### config.mk
export PLATFORM = sky130hd
export DESIGN_NAME = asw_uart
export DESIGN_NICKNAME = d
export VERILOG_FILES = /design/src/verilog/asw_pkg.sv /design/src/verilog/asw_uart.sv /design/src/verilog/asw_baud.sv /design/src/verilog/asw_tx.sv
export SDC_FILE = /design/constraint.sdc
export NUM_CORES = 1
export LEC_CHECK = 0
export BUFFER_PORTS_ARGS = -buffer_cell sky130_fd_sc_hd__buf_2
export CORE_MARGIN = 2
export CORE_UTILIZATION = 55
export CTS_BUF_LIST = sky130_fd_sc_hd__clkbuf_4 sky130_fd_sc_hd__clkbuf_8
export DETAILED_ROUTE_END_ITERATION = 8
export PLACE_DENSITY = 0.77
export SLEW_MARGIN = 20
export SYNTH_ARGS = -nofsm -noshare
export SYNTH_HDL_FRONTEND = slang
export SYNTH_SLANG_ARGS = --single-unit
### constraint.sdc
create_clock -name hclk -period 4.2 [get_ports hclk]
set_input_delay 0 -clock hclk [delete_from_list [all_inputs] [get_ports hclk]]
set_output_delay 0 -clock hclk [all_outputs]
set_load 0.03 [all_outputs]
### src/verilog/asw_pkg.sv
// How it works
// (RULE1) the line rests high whenever no frame is being sent
// (RULE2) a frame opens with one low start bit; a falling edge starts reception
// (RULE3) data bits travel least significant bit first
// (RULE4) a frame closes with one high stop bit
// (RULE5) a break is a whole low frame; it can be sent and recognised
// (RULE6) one word-size bit in control one sets both directions' length
// (RULE7) sender and receiver run apart but share format and bit rate
// (RULE8) the transmit shifter loads only from the transmit buffer
// (RULE9) the output pin is driven while sending or while sender_on is set
// (RULE10) a complete character moves in parallel to the receive buffer
// (RULE11) each bit is sampled several times and decided by majority
// (RULE12) while asleep no receive status flag may become set
// (RULE13) software writes the sleep bit; hardware clears it on wake-up
// (RULE14) idle-line mode wakes as soon as an idle line is seen
// (RULE15) address-mark mode wakes on a character whose top bit is one
// (RULE16) the sender leaves an idle frame between messages, none inside
// (RULE17) word-size zero gives eight data bits, one gives nine
// (RULE18) wake-select zero means idle-line, one means address-mark
// (RULE19) sender_on rising queues one character time of high preamble
// (RULE20) address-mark wake happens before the waking frame's stop bit
// (RULE21) sixteen samples per bit, vote over three at the centre
// (RULE22) idle means a whole frame time of continuous high line
`default_nettype none
package asw_pkg;
	localparam logic [9:0] IDX_BAUD = 10'h02b;
	localparam logic [9:0] IDX_CTRL1 = 10'h02c;
	localparam logic [9:0] IDX_CTRL2 = 10'h02d;
	localparam logic [9:0] IDX_STAT = 10'h02e;
	localparam logic [9:0] IDX_DATA = 10'h02f;
	localparam int C1_R8 = 7;
	localparam int C1_T8 = 6;
	localparam int C1_M = 4;
	localparam int C1_WAKE = 3;
	localparam int C2_TE = 3;
	localparam int C2_RE = 2;
	localparam int C2_SLEEP = 1;
	localparam int C2_SBK = 0;
	localparam int ST_TDRE = 7;
	localparam int ST_TC = 6;
	localparam int ST_RECEIVE_FULL_FLAG = 5;
	localparam int ST_IDLE = 4;
	localparam int ST_OR = 3;
	localparam int ST_NF = 2;
	localparam int ST_FE = 1;
	localparam int BD_BRK = 16;
	localparam logic [15:0] DIV_RST = 16'h0145;
	localparam logic [7:0] BYTE_RST = 8'h00;
	localparam logic [3:0] OSR_LAST = 4'hf;
	localparam logic [3:0] PH_S0 = 4'h7;
	localparam logic [3:0] PH_S1 = 4'h8;
	localparam logic [3:0] PH_VOTE = 4'h9;
	localparam logic [3:0] BITS8 = 4'h8;
	localparam logic [3:0] BITS9 = 4'h9;
	localparam logic [10:0] SH_IDLE = 11'h7ff;
	typedef enum logic [1:0] {RX_IDLE = 2'b01, RX_FRAME = 2'b10} asw_rx_e;
	typedef enum logic [1:0] {TX_IDLE = 2'b01, TX_SHIFT = 2'b10} asw_tx_e;
	function automatic logic asw_maj3(input logic [2:0] s);
		return (s[0] & s[1]) | (s[0] & s[2]) | (s[1] & s[2]);
	endfunction
endpackage
`default_nettype wire

### src/verilog/asw_uart.sv
// Our own choices: the address map and the AHB-Lite interface to the registers.
`timescale 1ns/10ps
`default_nettype none
module asw_uart
	import asw_pkg::*;
(
	input wire logic hclk,
	input wire logic hresetn,
	input wire logic hsel,
	input wire logic [31:0] haddr,
	input wire logic [1:0] htrans,
	input wire logic hwrite,
	input wire logic [2:0] hsize,
	input wire logic [31:0] hwdata,
	input wire logic hready,
	output logic hreadyout,
	output logic hresp,
	output logic [31:0] hrdata,
	input wire logic rxd,
	output logic txd_o,
	output logic txd_oe
);
	logic acc;
	logic [9:0] idx;
	logic wr_pend_reg;
	logic [9:0] wr_idx_reg;
	logic wr_c1, wr_c2, wr_data, wr_baud;
	logic rd_stat, rd_data;
	logic [31:0] rd_word;
	logic [15:0] baud_div_reg;
	logic m_reg, wake_reg, t8_reg, r8_reg;
	logic sender_on_reg, re_reg, receiver_sleep_reg, sbk_reg;
	logic [7:0] tx_buf_reg;
	logic tx_full_reg;
	logic tc_reg;
	logic [7:0] serial_data_buffer_reg;
	logic receive_full_flag_reg, idle_flag_reg, overrun_reg;
	logic noise_flag_reg, framing_error_flag_reg, break_reg;
	logic [7:0] arm_reg;
	logic [7:0] stat;
	logic tick, take, tx_busy;
	logic rx_meta_reg, rx_sync_reg;
	asw_rx_e rx_state_reg;
	logic [3:0] ph_reg, bit_reg;
	logic [1:0] samp_reg;
	logic [8:0] sh_reg;
	logic noise_reg, high_seen_reg, active_reg;
	logic [7:0] idle_cnt_reg;
	logic [3:0] nbits;
	logic [7:0] frame_ticks;
	logic vote, vote_bad, vote_now;
	logic deliver, idle_hit, wake_addr, wake_idle, stop_ok;
	logic put_buf, set_or, set_nf, set_fe, set_idle, set_brk;
	logic tc_set;

	function automatic logic hit(input logic [9:0] a, input logic [9:0] b);
		return a == b;
	endfunction

	// bus slave: zero wait states, always OKAY
	assign hreadyout = 1'b1;
	assign hresp = 1'b0;
	assign acc = hsel && hready && htrans[1];
	assign idx = haddr[11:2];
	assign rd_stat = acc && !hwrite && hit(idx, IDX_STAT);
	assign rd_data = acc && !hwrite && hit(idx, IDX_DATA);
	assign wr_c1 = wr_pend_reg && hit(wr_idx_reg, IDX_CTRL1);
	assign wr_c2 = wr_pend_reg && hit(wr_idx_reg, IDX_CTRL2);
	assign wr_data = wr_pend_reg && hit(wr_idx_reg, IDX_DATA);
	assign wr_baud = wr_pend_reg && hit(wr_idx_reg, IDX_BAUD);

	assign stat = {!tx_full_reg, tc_reg, receive_full_flag_reg,
		idle_flag_reg, overrun_reg, noise_flag_reg,
		framing_error_flag_reg, 1'b0};

	always_comb
	begin
		rd_word = 32'h0000_0000;
		if (hit(idx, IDX_BAUD))
			rd_word = {15'h0000, break_reg, baud_div_reg};
		else if (hit(idx, IDX_CTRL1))
			rd_word = {24'h00_0000, r8_reg, t8_reg, 1'b0, m_reg,
				wake_reg, 3'h0};
		else if (hit(idx, IDX_CTRL2))
			rd_word = {28'h000_0000, sender_on_reg, re_reg,
				receiver_sleep_reg, sbk_reg};
		else if (hit(idx, IDX_STAT))
			rd_word = {24'h00_0000, stat};
		else if (hit(idx, IDX_DATA))
			rd_word = {24'h00_0000, serial_data_buffer_reg};
	end

	always_ff @(posedge hclk or negedge hresetn)
	begin
		if (!hresetn)
		begin
			wr_pend_reg <= 1'b0;
			wr_idx_reg <= 10'h000;
			hrdata <= 32'h0000_0000;
		end
		else
		begin
			wr_pend_reg <= acc && hwrite;
			if (acc)
				wr_idx_reg <= idx;
			if (acc && !hwrite)
				hrdata <= rd_word;
		end
	end

	// a status read arms the flags it saw for clearing
	always_ff @(posedge hclk or negedge hresetn)
	begin
		if (!hresetn)
			arm_reg <= BYTE_RST;
		else if (rd_stat)
			arm_reg <= stat;
	end

	always_ff @(posedge hclk or negedge hresetn)
	begin
		if (!hresetn)
		begin
			baud_div_reg <= DIV_RST;
			m_reg <= 1'b0;
			wake_reg <= 1'b0;
			t8_reg <= 1'b0;
			sender_on_reg <= 1'b0;
			re_reg <= 1'b0;
			sbk_reg <= 1'b0;
		end
		else
		begin
			if (wr_baud)
				baud_div_reg <= hwdata[15:0];
			if (wr_c1)
			begin
				t8_reg <= hwdata[C1_T8];
				m_reg <= hwdata[C1_M]; // see (RULE6)
				wake_reg <= hwdata[C1_WAKE];
			end
			if (wr_c2)
			begin
				sender_on_reg <= hwdata[C2_TE];
				re_reg <= hwdata[C2_RE];
				sbk_reg <= hwdata[C2_SBK];
			end
		end
	end

	// software writes sleep; hardware clears it on wake
	always_ff @(posedge hclk or negedge hresetn)
	begin
		if (!hresetn)
			receiver_sleep_reg <= 1'b0;
		else if (wr_c2)
			receiver_sleep_reg <= hwdata[C2_SLEEP]; // see (RULE13)
		else if (wake_addr || wake_idle)
			receiver_sleep_reg <= 1'b0; // see (RULE13)
	end

	// transmit buffer: a new write wins over the take
	always_ff @(posedge hclk or negedge hresetn)
	begin
		if (!hresetn)
		begin
			tx_buf_reg <= BYTE_RST;
			tx_full_reg <= 1'b0;
		end
		else if (wr_data)
		begin
			tx_buf_reg <= hwdata[7:0];
			tx_full_reg <= 1'b1;
		end
		else if (take)
			tx_full_reg <= 1'b0;
	end

	assign tc_set = !tx_busy && !tx_full_reg;
	always_ff @(posedge hclk or negedge hresetn)
	begin
		if (!hresetn)
			tc_reg <= 1'b1;
		else
			tc_reg <= tc_set || (tc_reg && !(wr_data && arm_reg[ST_TC]));
	end

	// one divider feeds both directions
	asw_baud u_baud (
		.hclk(hclk),
		.hresetn(hresetn),
		.div(baud_div_reg),
		.tick(tick) // see (RULE7)
	);

	asw_tx u_tx (
		.hclk(hclk),
		.hresetn(hresetn),
		.tick(tick),
		.sender_on(sender_on_reg),
		.sbk(sbk_reg),
		.nine(m_reg),
		.buf_full(tx_full_reg),
		.buf_data({t8_reg, tx_buf_reg}),
		.take(take),
		.busy(tx_busy),
		.txd_o(txd_o),
		.txd_oe(txd_oe)
	);

	always_ff @(posedge hclk or negedge hresetn)
	begin
		if (!hresetn)
		begin
			rx_meta_reg <= 1'b1;
			rx_sync_reg <= 1'b1;
		end
		else
		begin
			rx_meta_reg <= rxd;
			rx_sync_reg <= rx_meta_reg;
		end
	end

	assign nbits = m_reg ? BITS9 : BITS8; // see (RULE17)
	assign frame_ticks = {nbits + 4'h2, 4'h0};
	assign vote_now = tick && rx_state_reg == RX_FRAME && ph_reg == PH_VOTE;
	assign vote = asw_maj3({samp_reg, rx_sync_reg}); // see (RULE11) (RULE21)
	assign vote_bad = !(samp_reg[0] == samp_reg[1]
		&& samp_reg[0] == rx_sync_reg); // see (RULE21)
	assign deliver = vote_now && bit_reg == nbits + 4'h1;
	assign stop_ok = vote;
	assign wake_addr = vote_now && bit_reg == nbits && vote
		&& wake_reg && receiver_sleep_reg; // see (RULE15) (RULE18) (RULE20)
	assign idle_hit = tick && rx_state_reg == RX_IDLE && rx_sync_reg
		&& idle_cnt_reg == frame_ticks - 8'h01; // see (RULE22)
	assign wake_idle = idle_hit && !wake_reg
		&& receiver_sleep_reg; // see (RULE14) (RULE18)

	always_ff @(posedge hclk or negedge hresetn)
	begin
		if (!hresetn)
		begin
			rx_state_reg <= RX_IDLE;
			ph_reg <= 4'h0;
			bit_reg <= 4'h0;
			samp_reg <= 2'b11;
			sh_reg <= 9'h000;
			noise_reg <= 1'b0;
			high_seen_reg <= 1'b0;
		end
		else if (!re_reg)
		begin
			rx_state_reg <= RX_IDLE;
			high_seen_reg <= 1'b0;
		end
		else if (tick)
		begin
			case (rx_state_reg)
				RX_IDLE:
				begin
					ph_reg <= 4'h0;
					bit_reg <= 4'h0;
					noise_reg <= 1'b0;
					high_seen_reg <= rx_sync_reg;
					if (high_seen_reg && !rx_sync_reg)
						rx_state_reg <= RX_FRAME; // see (RULE2)
				end
				RX_FRAME:
				begin
					ph_reg <= ph_reg + 4'h1;
					if (ph_reg == OSR_LAST)
						bit_reg <= bit_reg + 4'h1;
					if (ph_reg == PH_S0 || ph_reg == PH_S1)
						samp_reg <= {samp_reg[0], rx_sync_reg};
					if (ph_reg == PH_VOTE)
					begin
						noise_reg <= noise_reg | vote_bad;
						if (bit_reg == 4'h0 && vote)
							rx_state_reg <= RX_IDLE;
						else if (bit_reg == nbits + 4'h1)
						begin
							rx_state_reg <= RX_IDLE; // see (RULE4)
							high_seen_reg <= vote;
						end
						else if (bit_reg != 4'h0)
							sh_reg <= {vote, sh_reg[8:1]}; // see (RULE3)
					end
				end
				default:
					rx_state_reg <= RX_IDLE;
			endcase
		end
	end

	// whole frame time of high line while not in a frame
	always_ff @(posedge hclk or negedge hresetn)
	begin
		if (!hresetn)
		begin
			idle_cnt_reg <= 8'h00;
			active_reg <= 1'b0;
		end
		else if (tick)
		begin
			if (!rx_sync_reg || rx_state_reg != RX_IDLE)
			begin
				idle_cnt_reg <= 8'h00;
				active_reg <= 1'b1;
			end
			else if (idle_cnt_reg != frame_ticks)
				idle_cnt_reg <= idle_cnt_reg + 8'h01;
			if (idle_hit)
				active_reg <= 1'b0;
		end
	end

	// flag sets; all held off while asleep
	assign put_buf = deliver && !receiver_sleep_reg
		&& !receive_full_flag_reg && !framing_error_flag_reg; // see (RULE12)
	assign set_or = deliver && !receiver_sleep_reg
		&& receive_full_flag_reg; // see (RULE12)
	assign set_nf = put_buf && (noise_reg || vote_bad);
	assign set_fe = put_buf && !stop_ok;
	// eight-bit frames leave a stale bit in sh_reg[0]
	assign set_brk = set_fe && (m_reg ? sh_reg == 9'h000
		: sh_reg[8:1] == 8'h00); // see (RULE5)
	assign set_idle = idle_hit && active_reg && !receiver_sleep_reg; // see (RULE12)

	always_ff @(posedge hclk or negedge hresetn)
	begin
		if (!hresetn)
		begin
			serial_data_buffer_reg <= BYTE_RST;
			r8_reg <= 1'b0;
		end
		else if (put_buf)
		begin
			// hand over the whole character at once
			serial_data_buffer_reg <= m_reg ? sh_reg[7:0]
				: sh_reg[8:1]; // see (RULE10)
			r8_reg <= m_reg & sh_reg[8];
		end
	end

	// set wins over the read-status, read-data clear
	always_ff @(posedge hclk or negedge hresetn)
	begin
		if (!hresetn)
		begin
			receive_full_flag_reg <= 1'b0;
			idle_flag_reg <= 1'b0;
			overrun_reg <= 1'b0;
			noise_flag_reg <= 1'b0;
			framing_error_flag_reg <= 1'b0;
			break_reg <= 1'b0;
		end
		else
		begin
			receive_full_flag_reg <= put_buf || (receive_full_flag_reg
				&& !(rd_data && arm_reg[ST_RECEIVE_FULL_FLAG]));
			idle_flag_reg <= set_idle || (idle_flag_reg
				&& !(rd_data && arm_reg[ST_IDLE]));
			overrun_reg <= set_or || (overrun_reg
				&& !(rd_data && arm_reg[ST_OR]));
			noise_flag_reg <= set_nf || (noise_flag_reg
				&& !(rd_data && arm_reg[ST_NF]));
			framing_error_flag_reg <= set_fe || (framing_error_flag_reg
				&& !(rd_data && arm_reg[ST_FE]));
			break_reg <= set_brk || (break_reg
				&& !(rd_data && arm_reg[ST_FE]));
		end
	end
endmodule // asw_uart
`default_nettype wire

### src/verilog/asw_baud.sv
`timescale 1ns/10ps
`default_nettype none
module asw_baud
	import asw_pkg::*;
(
	input wire logic hclk,
	input wire logic hresetn,
	input wire logic [15:0] div,
	output logic tick
);
	logic [15:0] cnt_reg;

	// one pulse every div cycles: sixteen per bit
	always_ff @(posedge hclk or negedge hresetn)
	begin
		if (!hresetn)
		begin
			cnt_reg <= 16'h0000;
			tick <= 1'b0;
		end
		else if (cnt_reg + 16'h0001 >= div)
		begin
			cnt_reg <= 16'h0000;
			tick <= 1'b1;
		end
		else
		begin
			cnt_reg <= cnt_reg + 16'h0001;
			tick <= 1'b0;
		end
	end
endmodule // asw_baud
`default_nettype wire

### src/verilog/asw_tx.sv
`timescale 1ns/10ps
`default_nettype none
module asw_tx
	import asw_pkg::*;
(
	input wire logic hclk,
	input wire logic hresetn,
	input wire logic tick,
	input wire logic sender_on,
	input wire logic sbk,
	input wire logic nine,
	input wire logic buf_full,
	input wire logic [8:0] buf_data,
	output logic take,
	output logic busy,
	output logic txd_o,
	output logic txd_oe
);
	asw_tx_e state_reg;
	logic [10:0] sh_reg;
	logic [3:0] cnt_reg;
	logic [3:0] ph_reg;
	logic te_prev_reg;
	logic pre_reg;
	logic [3:0] len;
	logic bit_end;

	assign len = nine ? BITS9 + 4'h2 : BITS8 + 4'h2;
	assign bit_end = tick && ph_reg == OSR_LAST;
	assign busy = state_reg == TX_SHIFT;
	assign take = state_reg == TX_IDLE && !pre_reg && sender_on
		&& buf_full; // see (RULE8)
	assign txd_o = sh_reg[0]; // see (RULE1)
	assign txd_oe = busy | sender_on; // see (RULE9)

	always_ff @(posedge hclk or negedge hresetn)
	begin
		if (!hresetn)
			te_prev_reg <= 1'b0;
		else
			te_prev_reg <= sender_on;
	end

	// preamble request held until the shifter is free
	always_ff @(posedge hclk or negedge hresetn)
	begin
		if (!hresetn)
			pre_reg <= 1'b0;
		else if (sender_on && !te_prev_reg)
			pre_reg <= 1'b1; // see (RULE19)
		else if (state_reg == TX_IDLE)
			pre_reg <= 1'b0;
	end

	always_ff @(posedge hclk or negedge hresetn)
	begin
		if (!hresetn)
		begin
			state_reg <= TX_IDLE;
			sh_reg <= SH_IDLE;
			cnt_reg <= 4'h0;
			ph_reg <= 4'h0;
		end
		else
		begin
			case (state_reg)
				TX_IDLE:
				begin
					ph_reg <= 4'h0;
					cnt_reg <= len; // see (RULE17)
					if (pre_reg)
					begin
						sh_reg <= SH_IDLE; // see (RULE19)
						state_reg <= TX_SHIFT;
					end
					else if (take)
					begin
						// stop, data lsb first, start
						sh_reg <= nine ? {1'b1, buf_data, 1'b0}
							: {2'b11, buf_data[7:0], 1'b0}; // see (RULE2) (RULE3) (RULE4)
						state_reg <= TX_SHIFT;
					end
					else if (sbk && sender_on)
					begin
						// whole frame low, then the line rests high
						sh_reg <= nine ? 11'h000 : 11'h400; // see (RULE5) (RULE1)
						state_reg <= TX_SHIFT;
					end
				end
				TX_SHIFT:
				begin
					if (tick)
						ph_reg <= ph_reg + 4'h1;
					if (bit_end)
					begin
						sh_reg <= {1'b1, sh_reg[10:1]};
						cnt_reg <= cnt_reg - 4'h1;
						if (cnt_reg == 4'h1)
							state_reg <= TX_IDLE;
					end
				end
				default:
					state_reg <= TX_IDLE;
			endcase
		end
	end
endmodule // asw_tx
`default_nettype wire

==> results.md <==
* Synth Register Bits at 156
* Buf+Inv Stages, Crit Path at 1
* Gpl congestion at 0.8488
* Vias in the first global route at 5898
* Gate Count Post-Synth at 776
* Initial core utilization at 56.92%
* Most frequent cells after synthesis: dfrtp_1, nand2_1, mux2_2, o21ai_0, nor2_1
* Worst Max-Slew Pin Slew at 0.9636 ns
* Fill cell count at 1073
* Syn_area_per_cell at 10.26 um^2
* Ys async rst share at 100.0%
* Fin Setup TNS at 0 ns
* Post-route DRC at 0
* Largest register FFs at 17
* R2r setup slk at 1.26 ns
* Post-CTS setup buffers at 0
* R2r endpoint: u_baud.cnt_reg[12]
* Cts repair resizes at 0
* Core ar. at 13990 um^2
* CP Max Fanout at 11
* Cts hold-fix bufs at 27
* Share of cells above drive strength 1 at 20.51%
* EDFF count, synth at 0
* Worst EP arrival at 3.29 ns
* CTS tree: done
* Wirelength, routed at 17790 um
* Most numerous cell on the critical path: ha_1
* Die Wd at 124.3 um
* MaxCap Viol Count at 0
* WL per Instance at 17.14 um
* Critical path's slowest cell: a221oi_2
* Clock-pin slew on the worst setup and hold paths at 0.08 ns
* Pleak at 4.183 nW
* Critical path class: reg -> reg
* Clk_skew at 0.01263 ns
* Total Power at 3.859 mW
* Max-slew violations at 0
* Routed vias at 5954
* Status: finished clean
* GRT overflow at 0
* RSZ-0062 raised after global routing: false
* VDD IR max at 0.3071 mV
* GRT Total Usage at 23.68%
* Slowest stage delay, CP at 0.52 ns
* Post-DR vias/cell at 5.736
* Area leader, netlist: dfrtp_1
* Reg2Reg Depth at 11
* Clk Latency, worst-skew pair at 0.46 ns
* Top-Level Pins at 111
* Hold wc startpoint: haddr[3]
* Clock sink count at 156
* Root Buffer: clkbuf_8
* Pre-antenna DRT Iters at 5
* First-pass GRT wire length at 29430 um
* Top cells by area, synth: dfrtp_1, mux2_2, dfstp_2, ha_1, nand2_1
* Mapped cell area at 7963 um^2
* Hold worst-path end: wr_idx_reg[1]
* Most common cell in the netlist: dfrtp_1
* Syn. warnings at 0
* Synth unique cells at 65
* Worst hold path class: in -> reg
* Die area at 15460 um^2
* Worst path cell trace: ha_1 > and3_1 > nand3_1 > xnor2_1 > ha_1 > a21oi_1 > o21ai_0 > a2111oi_0 > a221oi_2 > buf_4 > nor2_1
* Layout area overhead at 13.07%
* Req. time, crit path at 4.55 ns
* Final net count at 953
* Area share of the largest cell type after synthesis at 42.11%
* Sequential area share after synthesis at 49.37%
* CP top delay family: compound AO/OA/AOI/OAI gates
* H-Tree Depth at 4
* # setup viols final at 0
* Ys flop type: dfrtp_1
* CP Launch Type: flop
* FP Rows at 43
* Min Clock Period, post-route at 2.943 ns
* Final critical-path share of the clock period at 70.07%
* Remaining antenna violation count at 0
* Pin count of the biggest net entering global routing at 113
* Buffers on Ports at 51
* Worst slew margin at 35.76%
* Die Ht at 124.3 um
* RR Startpoint: u_baud.cnt_reg[0]
* Ant. Diodes at 0
* FMAX at 339.8 MHz
* Initial DRC Count at 428
* Num CTS Buffers at 17
* Maximum buffer depth of the clock tree at 2
* Final hold vios at 0
* Hold-critical path depth at 2
* Hpwl dp at 12180 um
* Initial antenna violation count at 0
* Critical path endpoint category: flop
* Power Dens Cells at 428.6 nW/um^2
final cells by class:
class	count	area, um^2	share of cell area [%]
flip-flops and latches	156	3931	43.66
clock buffers	19	255.2	2.835
multi-input cells	548	3685	40.93
well taps	180	225.2	2.501
clock inverters	13	196.4	2.182
repair buffers	81	556.8	6.184
inverters	41	153.9	1.709
how the worst max path moves through the flow:
stage / start / to / slack (ns) / depth (start not counted)
final: u_baud.cnt_reg[0] / u_baud.cnt_reg[12] / 1.26 / 11
after global routing: u_baud.cnt_reg[0] / u_baud.cnt_reg[13] / 0.99 / 11
after CTS: u_baud.cnt_reg[0] / u_baud.cnt_reg[12] / 1.26 / 11
after detailed placement: u_baud.cnt_reg[0] / u_baud.cnt_reg[13] / 1.29 / 11
after global placement: u_baud.cnt_reg[0] / u_baud.cnt_reg[10] / 1.35 / 11
after floorplan: u_baud.cnt_reg[0] / u_baud.cnt_reg[10] / 1.57 / 11
layer usage:
metal | track usage (%) | wire [um]
met5 | 0 | 0
met4 | 8.394 | 349
met3 | 5.326 | 745
met2 | 37.99 | 8692
met1 | 31.90 | 8003
cell families after synthesis:
kind of cell / Yosys count / synth area share, %
muxes: 77 / 11.19
and+or+nand+nor: 262 / 16.09
AOI/OAI and AO/OA: 135 / 10.37
buffers and inverters: 87 / 5.060
adders and majority gates: 33 / 5.185
DFF: 156 / 49.37
xor gates and xnor gates: 24 / 2.640
other: 2 / 0.09432
report_power, final:
group / switching [mW] / internal, mW / leakage [nW] / total [mW]
logic: 0.483 / 0.280 / 1.95 / 0.763
registers: 0.131 / 1.68 / 2.01 / 1.81
clock network: 0.564 / 0.722 / 0.222 / 1.29
stage by stage:
step	area, um^2	setup slack [ns]	utilization (%)	std cells	hold slack (ns)
2_1_floorplan	8019	1.571	-	791	-0.2956
3_3_place_gp	8279	1.349	59.19	979	0.1069
3_5_place_dp	8279	1.286	59.19	979	0.1086
4_1_cts	9001	1.260	64.35	1038	0.02537
5_1_grt	9004	0.9879	64.36	1038	0.03733
6_report	9004	1.257	64.36	1038	0.04914
cell usage in the layout (no fill, tap or decap), types with 4 or more instances in the layout:
cell type      count
nor2_1            50
and4_1             4
nor3_1            10
mux2_4             8
bufinv_16          5
buf_2             50
nor2b_1            5
nand4_1           14
clkinv_2           4
conb_1            17
nor4_1             5
nor3b_1            7
nand3_1           32
xnor2_1           13
inv_1             41
nand2_1          107
dfrtp_1          134
o21ai_0           52
o2bb2ai_1          4
clkbuf_8          19
ha_1              33
a21o_1             6
mux2i_1           14
a21oi_1           39
nand2b_1           5
dlygate4sd3_1     27
mux2_2            54
dfstp_2           22
xor2_1            11
(Power assumes the default switching activity.)
